`src/core/mhf_defines.vh`:
```
// Constants for the modem handshake and flow control block
`ifndef MHF_DEFINES_VH
`define MHF_DEFINES_VH

// ----------------------------------------------------------------
// Register byte offsets
// ----------------------------------------------------------------
`define MHF_OFF_SIG   8'h00
`define MHF_OFF_MCO1  8'h04
`define MHF_OFF_MCO2  8'h08
`define MHF_OFF_CHG   8'h0C
`define MHF_OFF_IEN   8'h10
`define MHF_OFF_OPT2  8'h14
`define MHF_OFF_OPT3  8'h18
`define MHF_OFF_CMD   8'h1C
`define MHF_OFF_STAT  8'h20

// ----------------------------------------------------------------
// Field positions
// ----------------------------------------------------------------
`define MHF_SIG_RTS   0
`define MHF_SIG_DTR   1
`define MHF_SIG_DIR   7
`define MHF_CHG_LO    4
`define MHF_CHG_HI    6
`define MHF_IEN_MDM   7
`define MHF_OPT_RTS_AUTO_OUTPUT 0
`define MHF_OPT_CTS_AUTO_ENABLE 1
`define MHF_OPT_DSR_AUTO_ENABLE 2
`define MHF_OPT_TX_INBAND_FLOW_ENABLE 3
`define MHF_OPT_IXM   4
`define MHF_CMD_RST   0
`define MHF_CMD_TRANSMITTER_ENABLED_STATUS  1
`define MHF_CMD_TXDIS 2
`define MHF_CMD_RECEIVER_ENABLED_STATUS  3
`define MHF_CMD_RXDIS 4
`define MHF_CMD_XON   5
`define MHF_CMD_XOFF  6

// ----------------------------------------------------------------
// Reset values, responses, timing
// ----------------------------------------------------------------
`define MHF_RST_REG   8'h00
`define MHF_RST_PINS  4'h7
`define MHF_RESP_OK   2'h0
`define MHF_RESP_ERR  2'h2
`define MHF_CLK_NS    25
`define MHF_SMP_MAX_NS 250000
`define MHF_SMP_CYC   (`MHF_SMP_MAX_NS / `MHF_CLK_NS - 1)

`endif

```
`src/core/mhf_core.v`:
```
// Modem pin, handshake and flow control logic for one channel
//
// Notes on behaviour
// - Register shows modem pins active high
// - Shared pin: DTR out when select high
// - Per-pin enabled edges set change bits
// - Change bit plus enable raises modem interrupt while SCAN_SELECT high
// - Inputs sampled faster than every 250 us
// - Auto RTS: enabled and data waiting
// - Auto CTS: no character starts without CTS
// - Auto DSR gates the receiver
// - Nonzero command executed, then cleared
// - Remote stop/restart drives transmit flow bits
// - Enable, disable, reset clear transmit flow bits
// - Send Xon/Xoff commands drive receive flow bits
// - In-band Xoff stops after queued characters
// - Resume on Xon, or any char if implied
// - Transmit enable overrides pending Xoff stop
// - CTS drop stops after queued characters
// - DTR threshold: low four bits, zero disables
// - DTR drops at threshold, returns after service
// - Receive enable/disable/reset command steers DTR
// - Disable or reset drops auto RTS after character
// - Device reset deactivates all modem outputs
// - Threshold code selects one to fifteen characters
`include "mhf_defines.vh"

module mhf_core #(
    parameter ADDR_W        = 8,
    parameter SAMPLE_CYCLES = `MHF_SMP_CYC
) (
    // Clock, reset, enable
    input  wire              SYS_CLK,
    input  wire              ARST_N,
    input  wire              CLK_EN,
    // AXI4-Lite write channels
    input  wire [ADDR_W-1:0] AWADDR,
    input  wire              AWVALID,
    output reg               AWREADY,
    input  wire [31:0]       WDATA,
    input  wire [3:0]        WSTRB,
    input  wire              WVALID,
    output reg               WREADY,
    output reg  [1:0]        BRESP,
    output reg               BVALID,
    input  wire              BREADY,
    // AXI4-Lite read channels
    input  wire [ADDR_W-1:0] ARADDR,
    input  wire              ARVALID,
    output reg               ARREADY,
    output reg  [31:0]       RDATA,
    output reg  [1:0]        RRESP,
    output reg               RVALID,
    input  wire              RREADY,
    // Modem pins, active low except DTR_CD_N_OE and DTR_DIR_SEL
    output reg               RTS_N,
    input  wire              CTS_N,
    input  wire              DSR_N,
    input  wire              DTR_CD_N_I,
    output reg               DTR_CD_N_O,
    output reg               DTR_CD_N_OE,
    input  wire              DTR_DIR_SEL,
    // Transmitter side, same clock
    input  wire              TX_DATA_WAITING,
    input  wire              TX_SHIFT_BUSY,
    input  wire              TX_CHAR_START,
    output reg               TX_ALLOW,
    output reg               SEND_XON,
    output reg               SEND_XOFF,
    // Receiver side, same clock
    input  wire              RX_CHAR_STROBE,
    input  wire              RX_CHAR_IS_XON,
    input  wire              RX_CHAR_IS_XOFF,
    input  wire [3:0]        RX_FIFO_LEVEL,
    input  wire              RX_SERVICED,
    output reg               RX_ENABLE,
    // Interrupt scanner
    input  wire              SCAN_SELECT,
    output reg               MODEM_IRQ_N
);

    localparam integer SMP_TOP_I = SAMPLE_CYCLES - 1;
    localparam [13:0]  SMP_TOP   = SMP_TOP_I[13:0];

    // Bus state
    reg [ADDR_W-1:0] waddr_q;
    reg [7:0]        wdata_q;
    reg              wlane_q;
    // Software registers
    reg [1:0]        sig_q;
    reg [7:0]        mco1_q;
    reg [7:0]        mco2_q;
    reg [2:0]        chg_q;
    reg [7:0]        ien_q;
    reg [4:0]        opt2_q;
    reg [3:0]        opt3_q;
    reg [6:0]        cmd_q;
    // Channel state
    reg              tx_en_q;
    reg              rx_en_q;
    reg              txfoff_q;
    reg              txfon_q;
    reg              rxfoff_q;
    reg              rxfon_q;
    reg              dtr_off_q;
    reg              rts_hold_q;
    reg [2:0]        prev_q;
    reg [13:0]       smp_cnt_q;
    // Combinational
    reg [7:0]        rd_d;
    reg              rd_ok_d;
    reg              wr_ok_d;
    wire [3:0]       syn;
    wire [2:0]       cur;
    wire [2:0]       evt;
    wire [6:0]       ex;
    wire             do_wr;
    wire             smp_tick;
    wire             cts_a;
    wire             dsr_a;
    wire             dir_out;
    wire             dtr_fc;
    wire [3:0]       dtr_th;
    wire [3:0]       rx_th;
    wire             rx_flow_chr;
    wire             rts_act;
    wire             dtr_act;

    // ------------------------------------------------------------
    // Pin synchronisers
    // ------------------------------------------------------------
    mhf_sync #(
        .W   (4),
        .RST (`MHF_RST_PINS)
    ) u_sync (
        .clk    (SYS_CLK),
        .arst_n (ARST_N),
        .ce     (CLK_EN),
        .d      ({DTR_DIR_SEL, DSR_N, DTR_CD_N_I, CTS_N}),
        .q      (syn)
    );

    // Pin levels turned active high
    // invert active-low pins
    assign cts_a   = ~syn[0];
    assign dsr_a   = ~syn[2];
    assign dir_out = syn[3];
    assign cur     = {dsr_a, ~syn[1] & ~dir_out, cts_a};

    // ------------------------------------------------------------
    // Modem input sampling and change detection
    // ------------------------------------------------------------
    // sample tick below 250 us
    assign smp_tick = (smp_cnt_q == SMP_TOP);

    assign evt = smp_tick ?
        ((cur & ~prev_q & mco1_q[`MHF_CHG_HI:`MHF_CHG_LO]) |
         (~cur & prev_q & mco2_q[`MHF_CHG_HI:`MHF_CHG_LO])) :
        3'h0;

    // Interval counter and previous sample
    always @(posedge SYS_CLK or negedge ARST_N) begin
        if (!ARST_N) begin
            smp_cnt_q <= 14'h0000;
            prev_q    <= 3'h0;
        end else if (CLK_EN) begin
            if (smp_tick) begin
                smp_cnt_q <= 14'h0000;
                prev_q    <= cur;
            end else begin
                smp_cnt_q <= smp_cnt_q + 14'h0001;
            end
        end
    end

    // ------------------------------------------------------------
    // AXI4-Lite slave
    // ------------------------------------------------------------
    // Address and data in either order; write once both held.
    assign do_wr = ~AWREADY & ~WREADY & ~BVALID;

    // Write address, data and response
    always @(posedge SYS_CLK or negedge ARST_N) begin
        if (!ARST_N) begin
            AWREADY <= 1'b1;
            WREADY  <= 1'b1;
            BVALID  <= 1'b0;
            BRESP   <= `MHF_RESP_OK;
            waddr_q <= {ADDR_W{1'b0}};
            wdata_q <= 8'h00;
            wlane_q <= 1'b0;
        end else if (CLK_EN) begin
            if (AWVALID && AWREADY) begin
                AWREADY <= 1'b0;
                waddr_q <= AWADDR;
            end
            if (WVALID && WREADY) begin
                WREADY  <= 1'b0;
                wdata_q <= WDATA[7:0];
                wlane_q <= WSTRB[0];
            end
            if (do_wr) begin
                BVALID <= 1'b1;
                BRESP  <= wr_ok_d ? `MHF_RESP_OK : `MHF_RESP_ERR;
            end else if (BVALID && BREADY) begin
                BVALID  <= 1'b0;
                AWREADY <= 1'b1;
                WREADY  <= 1'b1;
            end
        end
    end

    // Writable offsets; status word is read only
    always @* begin
        case (waddr_q)
            `MHF_OFF_SIG, `MHF_OFF_MCO1, `MHF_OFF_MCO2,
            `MHF_OFF_CHG, `MHF_OFF_IEN, `MHF_OFF_OPT2,
            `MHF_OFF_OPT3, `MHF_OFF_CMD: wr_ok_d = 1'b1;
            default:                      wr_ok_d = 1'b0;
        endcase
    end

    // Read data mux
    // pin states read active high
    always @* begin
        rd_d    = 8'h00;
        rd_ok_d = 1'b1;
        case (ARADDR)
            `MHF_OFF_SIG:  rd_d = {dir_out, cur, 2'h0, ~DTR_CD_N_O,
                                   ~RTS_N};
            `MHF_OFF_MCO1: rd_d = mco1_q;
            `MHF_OFF_MCO2: rd_d = mco2_q;
            `MHF_OFF_CHG:  rd_d = {1'b0, chg_q, 4'h0};
            `MHF_OFF_IEN:  rd_d = ien_q;
            `MHF_OFF_OPT2: rd_d = {3'h0, opt2_q};
            `MHF_OFF_OPT3: rd_d = {4'h0, opt3_q};
            `MHF_OFF_CMD:  rd_d = {1'b0, cmd_q};
            `MHF_OFF_STAT: rd_d = {rx_en_q, tx_en_q, 2'h0, txfoff_q,
                                   txfon_q, rxfoff_q, rxfon_q};
            default:       rd_ok_d = 1'b0;
        endcase
    end

    // Read address and data
    always @(posedge SYS_CLK or negedge ARST_N) begin
        if (!ARST_N) begin
            ARREADY <= 1'b1;
            RVALID  <= 1'b0;
            RDATA   <= 32'h00000000;
            RRESP   <= `MHF_RESP_OK;
        end else if (CLK_EN) begin
            if (ARVALID && ARREADY) begin
                ARREADY <= 1'b0;
                RVALID  <= 1'b1;
                RDATA   <= {24'h000000, rd_d};
                RRESP   <= rd_ok_d ? `MHF_RESP_OK : `MHF_RESP_ERR;
            end else if (RVALID && RREADY) begin
                RVALID  <= 1'b0;
                ARREADY <= 1'b1;
            end
        end
    end

    // ------------------------------------------------------------
    // Software registers
    // ------------------------------------------------------------
    // execute only when no command register write lands
    assign ex = (cmd_q != 7'h00 &&
                 !(do_wr && wlane_q && waddr_q == `MHF_OFF_CMD)) ?
                cmd_q : 7'h00;

    // Control registers and command word
    always @(posedge SYS_CLK or negedge ARST_N) begin
        if (!ARST_N) begin
            sig_q  <= 2'h0;
            mco1_q <= `MHF_RST_REG;
            mco2_q <= `MHF_RST_REG;
            ien_q  <= `MHF_RST_REG;
            opt2_q <= 5'h00;
            opt3_q <= 4'h0;
            cmd_q  <= 7'h00;
        end else if (CLK_EN) begin
            if (ex != 7'h00)
                cmd_q <= 7'h00;
            if (do_wr && wlane_q) begin
                case (waddr_q)
                    `MHF_OFF_SIG:  sig_q  <= wdata_q[1:0];
                    `MHF_OFF_MCO1: mco1_q <= wdata_q;
                    `MHF_OFF_MCO2: mco2_q <= wdata_q;
                    `MHF_OFF_IEN:  ien_q  <= wdata_q;
                    `MHF_OFF_OPT2: opt2_q <= wdata_q[4:0];
                    `MHF_OFF_OPT3: opt3_q <= wdata_q[3:0];
                    `MHF_OFF_CMD:  cmd_q  <= wdata_q[6:0];
                    default:       ;
                endcase
            end
        end
    end

    // Change bits: writing one clears, a new edge wins
    // sticky change bits
    always @(posedge SYS_CLK or negedge ARST_N) begin
        if (!ARST_N) begin
            chg_q <= 3'h0;
        end else if (CLK_EN) begin
            if (do_wr && wlane_q && waddr_q == `MHF_OFF_CHG)
                chg_q <= (chg_q & ~wdata_q[`MHF_CHG_HI:`MHF_CHG_LO])
                         | evt;
            else
                chg_q <= chg_q | evt;
        end
    end

    // ------------------------------------------------------------
    // Channel enables and flow status
    // ------------------------------------------------------------
    assign rx_flow_chr = RX_CHAR_IS_XON | RX_CHAR_IS_XOFF;

    // Enables follow commands; reset wins
    always @(posedge SYS_CLK or negedge ARST_N) begin
        if (!ARST_N) begin
            tx_en_q <= 1'b0;
            rx_en_q <= 1'b0;
        end else if (CLK_EN) begin
            if (ex[`MHF_CMD_RST] || ex[`MHF_CMD_TXDIS])
                tx_en_q <= 1'b0;
            else if (ex[`MHF_CMD_TRANSMITTER_ENABLED_STATUS])
                tx_en_q <= 1'b1;
            if (ex[`MHF_CMD_RST] || ex[`MHF_CMD_RXDIS])
                rx_en_q <= 1'b0;
            else if (ex[`MHF_CMD_RECEIVER_ENABLED_STATUS])
                rx_en_q <= 1'b1;
        end
    end

    // Transmit flow status; commands beat the line
    always @(posedge SYS_CLK or negedge ARST_N) begin
        if (!ARST_N) begin
            txfoff_q <= 1'b0;
            txfon_q  <= 1'b0;
        end else if (CLK_EN) begin
            if (ex[`MHF_CMD_RST] || ex[`MHF_CMD_TRANSMITTER_ENABLED_STATUS] ||
                ex[`MHF_CMD_TXDIS]) begin
                txfoff_q <= 1'b0;
                txfon_q  <= 1'b0;
            end else if (opt2_q[`MHF_OPT_TX_INBAND_FLOW_ENABLE] && RX_CHAR_STROBE &&
                         RX_CHAR_IS_XOFF) begin
                txfoff_q <= 1'b1;
                txfon_q  <= 1'b0;
            end else if (txfoff_q && RX_CHAR_STROBE &&
                         (RX_CHAR_IS_XON ||
                          opt2_q[`MHF_OPT_IXM])) begin
                txfoff_q <= 1'b0;
                txfon_q  <= 1'b1;
            end else if (TX_CHAR_START) begin
                txfon_q  <= 1'b0;
            end
        end
    end

    // Receive flow status; command set beats clear
    always @(posedge SYS_CLK or negedge ARST_N) begin
        if (!ARST_N) begin
            rxfoff_q <= 1'b0;
            rxfon_q  <= 1'b0;
        end else if (CLK_EN) begin
            if (ex[`MHF_CMD_XON]) begin
                rxfon_q  <= 1'b1;
                rxfoff_q <= 1'b0;
            end else if (ex[`MHF_CMD_XOFF]) begin
                rxfoff_q <= 1'b1;
            end else if (RX_CHAR_STROBE && !rx_flow_chr) begin
                rxfon_q  <= 1'b0;
            end
        end
    end

    // ------------------------------------------------------------
    // DTR threshold flow control
    // ------------------------------------------------------------
    // low nibble, zero disables
    assign dtr_th = mco1_q[3:0];
    assign dtr_fc = (dtr_th != 4'h0) & dir_out;
    // code 0 acts as one character
    assign rx_th  = (opt3_q == 4'h0) ? 4'h1 : opt3_q;

    // Deactivation flag for automatic DTR
    always @(posedge SYS_CLK or negedge ARST_N) begin
        if (!ARST_N) begin
            dtr_off_q <= 1'b1;
        end else if (CLK_EN) begin
            if (dtr_fc && (ex[`MHF_CMD_RST] || ex[`MHF_CMD_RXDIS]))
                dtr_off_q <= 1'b1;
            else if (dtr_fc && ex[`MHF_CMD_RECEIVER_ENABLED_STATUS])
                dtr_off_q <= 1'b0;
            else if (dtr_fc && RX_CHAR_STROBE &&
                     RX_FIFO_LEVEL >= rx_th && RX_FIFO_LEVEL >= dtr_th)
                dtr_off_q <= 1'b1;
            else if (dtr_fc && RX_SERVICED && RX_FIFO_LEVEL < dtr_th)
                dtr_off_q <= 1'b0;
        end
    end

    // ------------------------------------------------------------
    // Automatic RTS
    // ------------------------------------------------------------
    // hold RTS over the last character
    always @(posedge SYS_CLK or negedge ARST_N) begin
        if (!ARST_N) begin
            rts_hold_q <= 1'b0;
        end else if (CLK_EN) begin
            if ((ex[`MHF_CMD_RST] || ex[`MHF_CMD_TXDIS]) &&
                opt2_q[`MHF_OPT_RTS_AUTO_OUTPUT] && TX_SHIFT_BUSY)
                rts_hold_q <= 1'b1;
            else if (!TX_SHIFT_BUSY)
                rts_hold_q <= 1'b0;
        end
    end

    assign rts_act = sig_q[`MHF_SIG_RTS] |
                     (opt2_q[`MHF_OPT_RTS_AUTO_OUTPUT] &
                      ((tx_en_q & TX_DATA_WAITING) | rts_hold_q));
    assign dtr_act = sig_q[`MHF_SIG_DTR] |
                     (dtr_fc & rx_en_q & ~dtr_off_q);

    // ------------------------------------------------------------
    // Registered outputs
    // ------------------------------------------------------------
    // Gating new loads only lets queued characters finish.
    always @(posedge SYS_CLK or negedge ARST_N) begin
        if (!ARST_N) begin
            RTS_N       <= 1'b1;
            DTR_CD_N_O  <= 1'b1;
            DTR_CD_N_OE <= 1'b0;
            TX_ALLOW    <= 1'b0;
            RX_ENABLE   <= 1'b0;
            SEND_XON    <= 1'b0;
            SEND_XOFF   <= 1'b0;
            MODEM_IRQ_N <= 1'b1;
        end else if (CLK_EN) begin
            RTS_N       <= ~rts_act;
            DTR_CD_N_O  <= ~dtr_act;
            DTR_CD_N_OE <= dir_out;
            TX_ALLOW    <= tx_en_q & ~txfoff_q &
                           (~opt2_q[`MHF_OPT_CTS_AUTO_ENABLE] | cts_a);
            RX_ENABLE   <= rx_en_q &
                           (~opt2_q[`MHF_OPT_DSR_AUTO_ENABLE] | dsr_a);
            SEND_XON    <= ex[`MHF_CMD_XON];
            SEND_XOFF   <= ex[`MHF_CMD_XOFF];
            MODEM_IRQ_N <= ~((chg_q != 3'h0) & ien_q[`MHF_IEN_MDM] &
                             SCAN_SELECT);
        end
    end

endmodule

```
`src/core/mhf_sync.v`:
```
// Three-stage pin synchroniser with agreement filter
`include "mhf_defines.vh"

module mhf_sync #(
    parameter       W   = 4,
    parameter [W-1:0] RST = {W{1'b1}}
) (
    // Clock, reset, enable
    input  wire         clk,
    input  wire         arst_n,
    input  wire         ce,
    // Raw pin levels and filtered result
    input  wire [W-1:0] d,
    output reg  [W-1:0] q
);

    reg [W-1:0] s1_q;
    reg [W-1:0] s2_q;
    reg [W-1:0] s3_q;

    // ------------------------------------------------------------
    // Sampling chain
    // ------------------------------------------------------------
    // q moves only when stages two and three agree,
    // so a one-sample glitch is dropped.
    always @(posedge clk or negedge arst_n) begin
        if (!arst_n) begin
            s1_q <= RST;
            s2_q <= RST;
            s3_q <= RST;
            q    <= RST;
        end else if (ce) begin
            s1_q <= d;
            s2_q <= s1_q;
            s3_q <= s2_q;
            q    <= (s2_q & s3_q) | (q & (s2_q ^ s3_q));
        end
    end

endmodule

```
`config.mk`:
```
export PLATFORM = sky130hd
export DESIGN_NAME = mhf_core
export DESIGN_NICKNAME = d
export VERILOG_FILES = /design/src/core/mhf_core.v /design/src/core/mhf_sync.v
export VERILOG_INCLUDE_DIRS = /design/src /design/src/core
export SDC_FILE = /design/constraint.sdc
export NUM_CORES = 1
export LEC_CHECK = 0
export BUFFER_PORTS_ARGS = -buffer_cell sky130_fd_sc_hd__buf_2
export CORE_MARGIN = 2
export CORE_UTILIZATION = 52
export CTS_CLUSTER_DIAMETER = 80
export DETAILED_ROUTE_END_ITERATION = 7
export PLACE_DENSITY_LB_ADDON = 0.15
export SLEW_MARGIN = 40
export SYNTH_ARGS = -nofsm -noshare
export SYNTH_HDL_FRONTEND = slang
export SYNTH_SLANG_ARGS = --single-unit
```
`constraint.sdc`:
```
create_clock -name SYS_CLK -period 3.8 [get_ports SYS_CLK]
set_clock_uncertainty 0.1 [all_clocks]
set_input_delay 0.19 -clock SYS_CLK [delete_from_list [all_inputs] [get_ports SYS_CLK]]
set_output_delay 0.19 -clock SYS_CLK [all_outputs]
set_load 0.01 [all_outputs]
```
# Yosys cells after proc, flatten, opt, wreduce, memory -nomap -nowiden
# Memory sizes are Yosys's and may differ from the RTL's.
# Index checks and enable logic that the tools add are counted.
[word_totals] ff_bits=128 mem_bits_ro=32 out_inout_bits=49 word_cells=230 n_memories=1
[op_classes] add_sub_neg=1 n_lt_le_gt_ge=3 eq_ne=18 muxes=47 n_bitwise=50 reduce_logical=69
[mem_list] name="(no name shown)" depth=32 word_bits=1 rd=1 rd_ports_with_merged_regs=0 wr=0 line="mhf_core.v:215" rtl="case (waddr_q)"
[ops] cell="$pmux 8 s9" count=1
[ops] cell="$eq 8x5->1 const B" count=8
[ops] cell="$mux 1" count=36
[ops] cell="$eq 8x4->1 const B" count=4
[ops] cell="$mux 7" count=4
[ops] cell="$reduce_and 2->1" count=14
[ops] cell="$logic_and 1x1->1" count=23
[ops] cell="$reduce_and 3->1" count=7
[ops] cell="$eq 8x3->1 const B" count=2
[ops] cell="$logic_not 8->1" count=2
[ops] cell="$not 1->1" count=16
[ops] cell="$and 3x3->3" count=5
[ops] cell="$add 14x1->14 const B" count=1
[ops] cell="$eq 14x14->1 const B" count=1
[ops] cell="$mux 14" count=1
[ops] cell="$reduce_bool 7->1" count=2
[ops] cell="$and 1x1->1" count=13
[ops] cell="$reduce_bool 2->1" count=6
[ops] cell="$reduce_bool 4->1" count=3
[ops] cell="$not 3->3" count=3
[ops] cell="$or 3x3->3" count=3
[ops] cell="$reduce_or 9->1" count=1
[ops] cell="$and 4x4->4" count=2
[ops] cell="$eq 8x6->1 const B" count=1
[ops] cell="other kinds (15)" count=29

# Longest topological paths before layout
[logic_depth] word_depth=13 mapped_depth=8 depth_no_buf=8

# Cells and area by module
# From an unflattened synthesis, not the netlist that was laid out.
[unflattened] hier_cells=575 area_unflattened_um2=6371.1
[modules_own_cells] mod="mhf_core" n_inst=1 cells_per_inst=533 area_each_um2=5642.9 seq_area_each_um2=2761.4
[modules_own_cells] mod="mhf_sync" n_inst=1 cells_per_inst=42 area_each_um2=728.2 seq_area_each_um2=415.4

# Worst setup path before layout
# No wires, ideal clock.
[synth_timing] path_kind="register -> register" from="register waddr_q[0]" to="register ien_q[0]" setup_ns=0.125 arrival_time_ns=2.160 path_slack_ns=1.415 path_stages_with_launch=7 n_path_buf=2 path_cell_list="dfrtp_1 or4_4 nand4bb_1 buf_6 or4_4 buf_6 mux2_4"
[synth_between] elab_chain_len=2
[synth_lines] item="from (decl)" line="mhf_core.v:86" rtl="reg [ADDR_W-1:0] waddr_q;"
[synth_lines] item="from (signal assigned)" line="mhf_core.v:189" rtl="waddr_q <= {ADDR_W{1'b0}};"
[synth_lines] item="$eq 8x5->1" line="mhf_core.v:286" rtl="case (waddr_q)"
[synth_lines] item="$reduce_and 3->1 (no source line)"
[synth_lines] item="to (signal assigned)" line="mhf_core.v:278" rtl="ien_q <= `MHF_RST_REG;"
[synth_lines] item="to (signal assigned)" line="mhf_core.v:290" rtl="`MHF_OFF_IEN: ien_q <= wdata_q;"
[synth_lines] item="to (decl)" line="mhf_core.v:94" rtl="reg [7:0] ien_q;"
# No other way between the ends.
# A chain may end at the register's enable or synchronous reset.

# Final worst setup path
[layout_timing] from="register waddr_q[0]" to="register mco2_q[7]"
[layout_between] elab_chain_len=2
[layout_lines] item="$eq 8x4->1" line="mhf_core.v:286"
[layout_lines] item="$reduce_and 3->1 (no source line)"
[layout_lines] item="to (signal assigned)" line="mhf_core.v:277" rtl="mco2_q <= `MHF_RST_REG;"
[layout_lines] item="to (signal assigned)" line="mhf_core.v:289" rtl="`MHF_OFF_MCO2: mco2_q <= wdata_q;"
[layout_lines] item="to (decl)" line="mhf_core.v:92" rtl="reg [7:0] mco2_q;"
# No other way between the ends.

==> results.sh <==
export IMPL_layout_commonest_cell="dfrtp_1"
export IMPL_fin_tns_setup_ns=0
export IMPL_cap_violations=0
export IMPL_worstPathRequired_ns=4.00
export IMPL_grt_pass1_vias=4548
export IMPL_p_switching_mw=1.177
export IMPL_cp_end_kind="flop"
export IMPL_synth_xor_area_share_pct=1.250
export IMPL_cts_root_buf="clkbuf_16"
export IMPL_grt_total_usage_pct=23.33
export IMPL_first_pass_iters=4
export IMPL_rsz0062_at_grt="false"
export IMPL_synth_edff_count=0
export IMPL_fp_dieH_um=114.1
export IMPL_multi_input_area_um2=2829
export IMPL_final_cell_mix="dfrtp_1, buf_2, nand2_1, mux2_2, o21ai_0"
export IMPL_syn_area_per_cell_um2=10.99
export IMPL_powerDensity_nw_per_um2=553.2
export IMPL_stdcell_area_um2=7680
export IMPL_avgViaCountPerCell=5.566
export IMPL_synth_fa_ha_area_share_pct=2.778
export IMPL_seqPwrFrac_pct=44.9
export IMPL_max_clock_path_buffers=2
export IMPL_grt_first_pass_wirelength_um=23150
export IMPL_holdCritPathClass="input port to flop"
export IMPL_final_fill_count=973
export IMPL_tightest_slew_ns=0.7951
export IMPL_initial_utilization_pct=52.94
export IMPL_first_iter_violations=267
export IMPL_slowest_delay_ns=0.81
export IMPL_power_frac_clock_pct=39.4
export IMPL_fin_total_pwr_mw=4.248
export IMPL_cts_tree="done"
export IMPL_pwr_share_comb_pct=15.7
export IMPL_crit_path_start_kind="flop"
export IMPL_pre_cts_slack_ns=0.8894
export IMPL_areaGrowthSynthToFinish_pct=21.79
export IMPL_finalHoldViolations=0
export IMPL_wirelength_um=14310
export IMPL_regArea_um2=3177
export IMPL_coreArea_um2=11910
export IMPL_cts_resized=0
export IMPL_p_int_mw=3.072
export IMPL_ys_dominant_reg_cell="dfrtp_1"
export IMPL_path_cells="or4_4 > nand4bb_1 > nor4_4 > mux2_2"
export IMPL_die_area_um2=13020
export IMPL_switching_share_pct=27.70
export IMPL_antenna_found_initial=0
export IMPL_synth_top_family_by_area="simple AND/OR/NAND/NOR gates"
export IMPL_yosysSeqAreaShare_pct=50.38
export IMPL_yosysTopAreaCell="dfrtp_1"
export IMPL_power_leakage_nw=3.624
export IMPL_overflow=0
export IMPL_pin_count=125
export IMPL_n_antenna_cell=0
export IMPL_vdd_drop_max_mv=0.3283
export IMPL_synth_top_area_share_pct=42.46
export IMPL_yosys_warnings=0
export IMPL_io_buffers=71
export IMPL_gp_congestion=0.8869
export IMPL_outcome="finished, final reports clean"
export IMPL_hpwl_um=9819
export IMPL_htreeDepth=4
export IMPL_place_area_um2=6710
export IMPL_ant_nets=0
export IMPL_synthArstFlopShare_pct=100.0
export IMPL_clock_sinks=126
export IMPL_critPathKind="flop to flop"
export IMPL_synthTopCellsByArea="dfrtp_1, mux2_2, dfstp_2"
export IMPL_yosysUniqueCellTypes=64
export IMPL_routedWlPerCell_um=17.01
export IMPL_arrival_ns=3.10
export IMPL_placed_cells=774
export IMPL_crit_path_max_fanout=8
export IMPL_layout_drive_gt1_share_pct=29.11
export IMPL_grt_max_degree=67
export IMPL_hold_ws_ns=0.009614
export IMPL_clock_fmax_mhz=344.4
export IMPL_synth_mux_area_share_pct=13.59
export IMPL_cts_made_buffers=17
export IMPL_synth_cell_area_um2=6306
export IMPL_drcViolationCount=0
export IMPL_synthCells=574
export IMPL_clk_pin_slew_ns=0.05
export IMPL_synth_compound_area_share_pct=11.11
export IMPL_fin_crit_sh_pct=76.40
export IMPL_finalNonFillerCells=841
export IMPL_fin_ws_ns=0.8967
export IMPL_critPathSlowestCell="nor4_4"
export IMPL_rows=40
export IMPL_setup_viol=0
export IMPL_yosys_register_bits=126
export IMPL_nets=771
export IMPL_slew_headroom_pct=46.30
export IMPL_vias=4681
export IMPL_utilization_pct=64.47
export IMPL_clock_latency_ns=0.42
export IMPL_period_minus_slack_ns=2.903
export IMPL_maxSlewViolCount=0
export IMPL_die_w_um=114.1
export IMPL_synth_simple_area_share_pct=14.38
-- routing by layer --
metal	share of wire [%]	routed length [um]	global-route usage (%)
met3	5.1	725	4.606
met5	0	0	0
met4	2.0	283	8.537
met1	45	6486	31.67
met2	48	6809	37.50
-- kinds of logic after synthesis --
| logic type | after synthesis |
|---|---|
| buffers and inverters | 78 |
| AO/OA/AOI/OAI | 106 |
| adder cells (fa/ha/maj) | 14 |
| AND/OR/NAND/NOR | 168 |
| flip-flops | 126 |
| multiplexers | 72 |
| XOR/XNOR | 9 |
| other | 1 |
-- layout make-up --
class	count	share of cell area, %
sequential	126	41.37
multi-input combinational	395	36.84
timing repair buffer	111	9.922
clock buffer	27	6.680
tap	147	2.395
inverter	30	1.466
clock inverter	5	1.336
-- worst max-delay path, delay by kind of cell (launching register included) --
family	cells	cell delay (ns)
simple gates	3	1.90
mux	1	0.41
flops	1	0.38
-- synthesized netlist by cell type (all sizes together) (3+ instances only) --
cell type,n
a21oi,12
nor2,20
xor2,3
buf,34
inv,30
o22ai,3
nand2b,4
nor3,8
a221o,4
a32oi,5
o31ai,3
o21ai,41
mux2,65
or3,4
or4,4
a31oi,7
ha,14
nand3,18
o2bb2ai,4
dfstp,19
nor4,10
xnor2,6
and3,5
nand3b,4
nor3b,6
nand4,6
dfrtp,107
nand2,67
mux2i,5
clkbuf,14
a22o,9
-- worst paths after layout --
check,from,to,slack [ns],cells past startpoint
max in group asynchronous,ARST_N,RTS_N,2.58,3
worst max register to register,waddr_q[0],mco2_q[7],0.90,4
worst max-delay path,waddr_q[0],mco2_q[7],0.90,4
worst min register to register,sig_q[1],DTR_CD_N_O,0.31,1
worst min-delay path,SCAN_SELECT,MODEM_IRQ_N,0.01,3
min in group asynchronous,ARST_N,smp_cnt_q[12],0.21,2
-- power by group through the flow --
stage,combinational (mW),clock [mW],sequential (mW)
after floorplan,0.479,0,1.82
after global placement,0.611,0,1.91
after detailed placement,0.636,0,1.92
after CTS,0.674,1.70,1.90
after global routing,0.751,1.76,1.95
final,0.668,1.67,1.91
-- repair_timing --
item	4_1_cts	5_1_grt
endpoints found under the hold margin	73	0
endpoints found under the setup margin	0	0
hold buffers	35	0
buffers inserted	0	0
-- registers in the layout, summed over array words and instances (netlist names), 4 cells and up --
name	cells
u_sync.s3_q	4
mco1_q	8
opt2_q	5
cmd_q	7
smp_cnt_q	14
wdata_q	8
ien_q	8
waddr_q	8
u_sync.q	4
mco2_q	8
opt3_q	4
u_sync.s2_q	4
u_sync.s1_q	4
RDATA	8
Power figures use the tool's default switching activity.
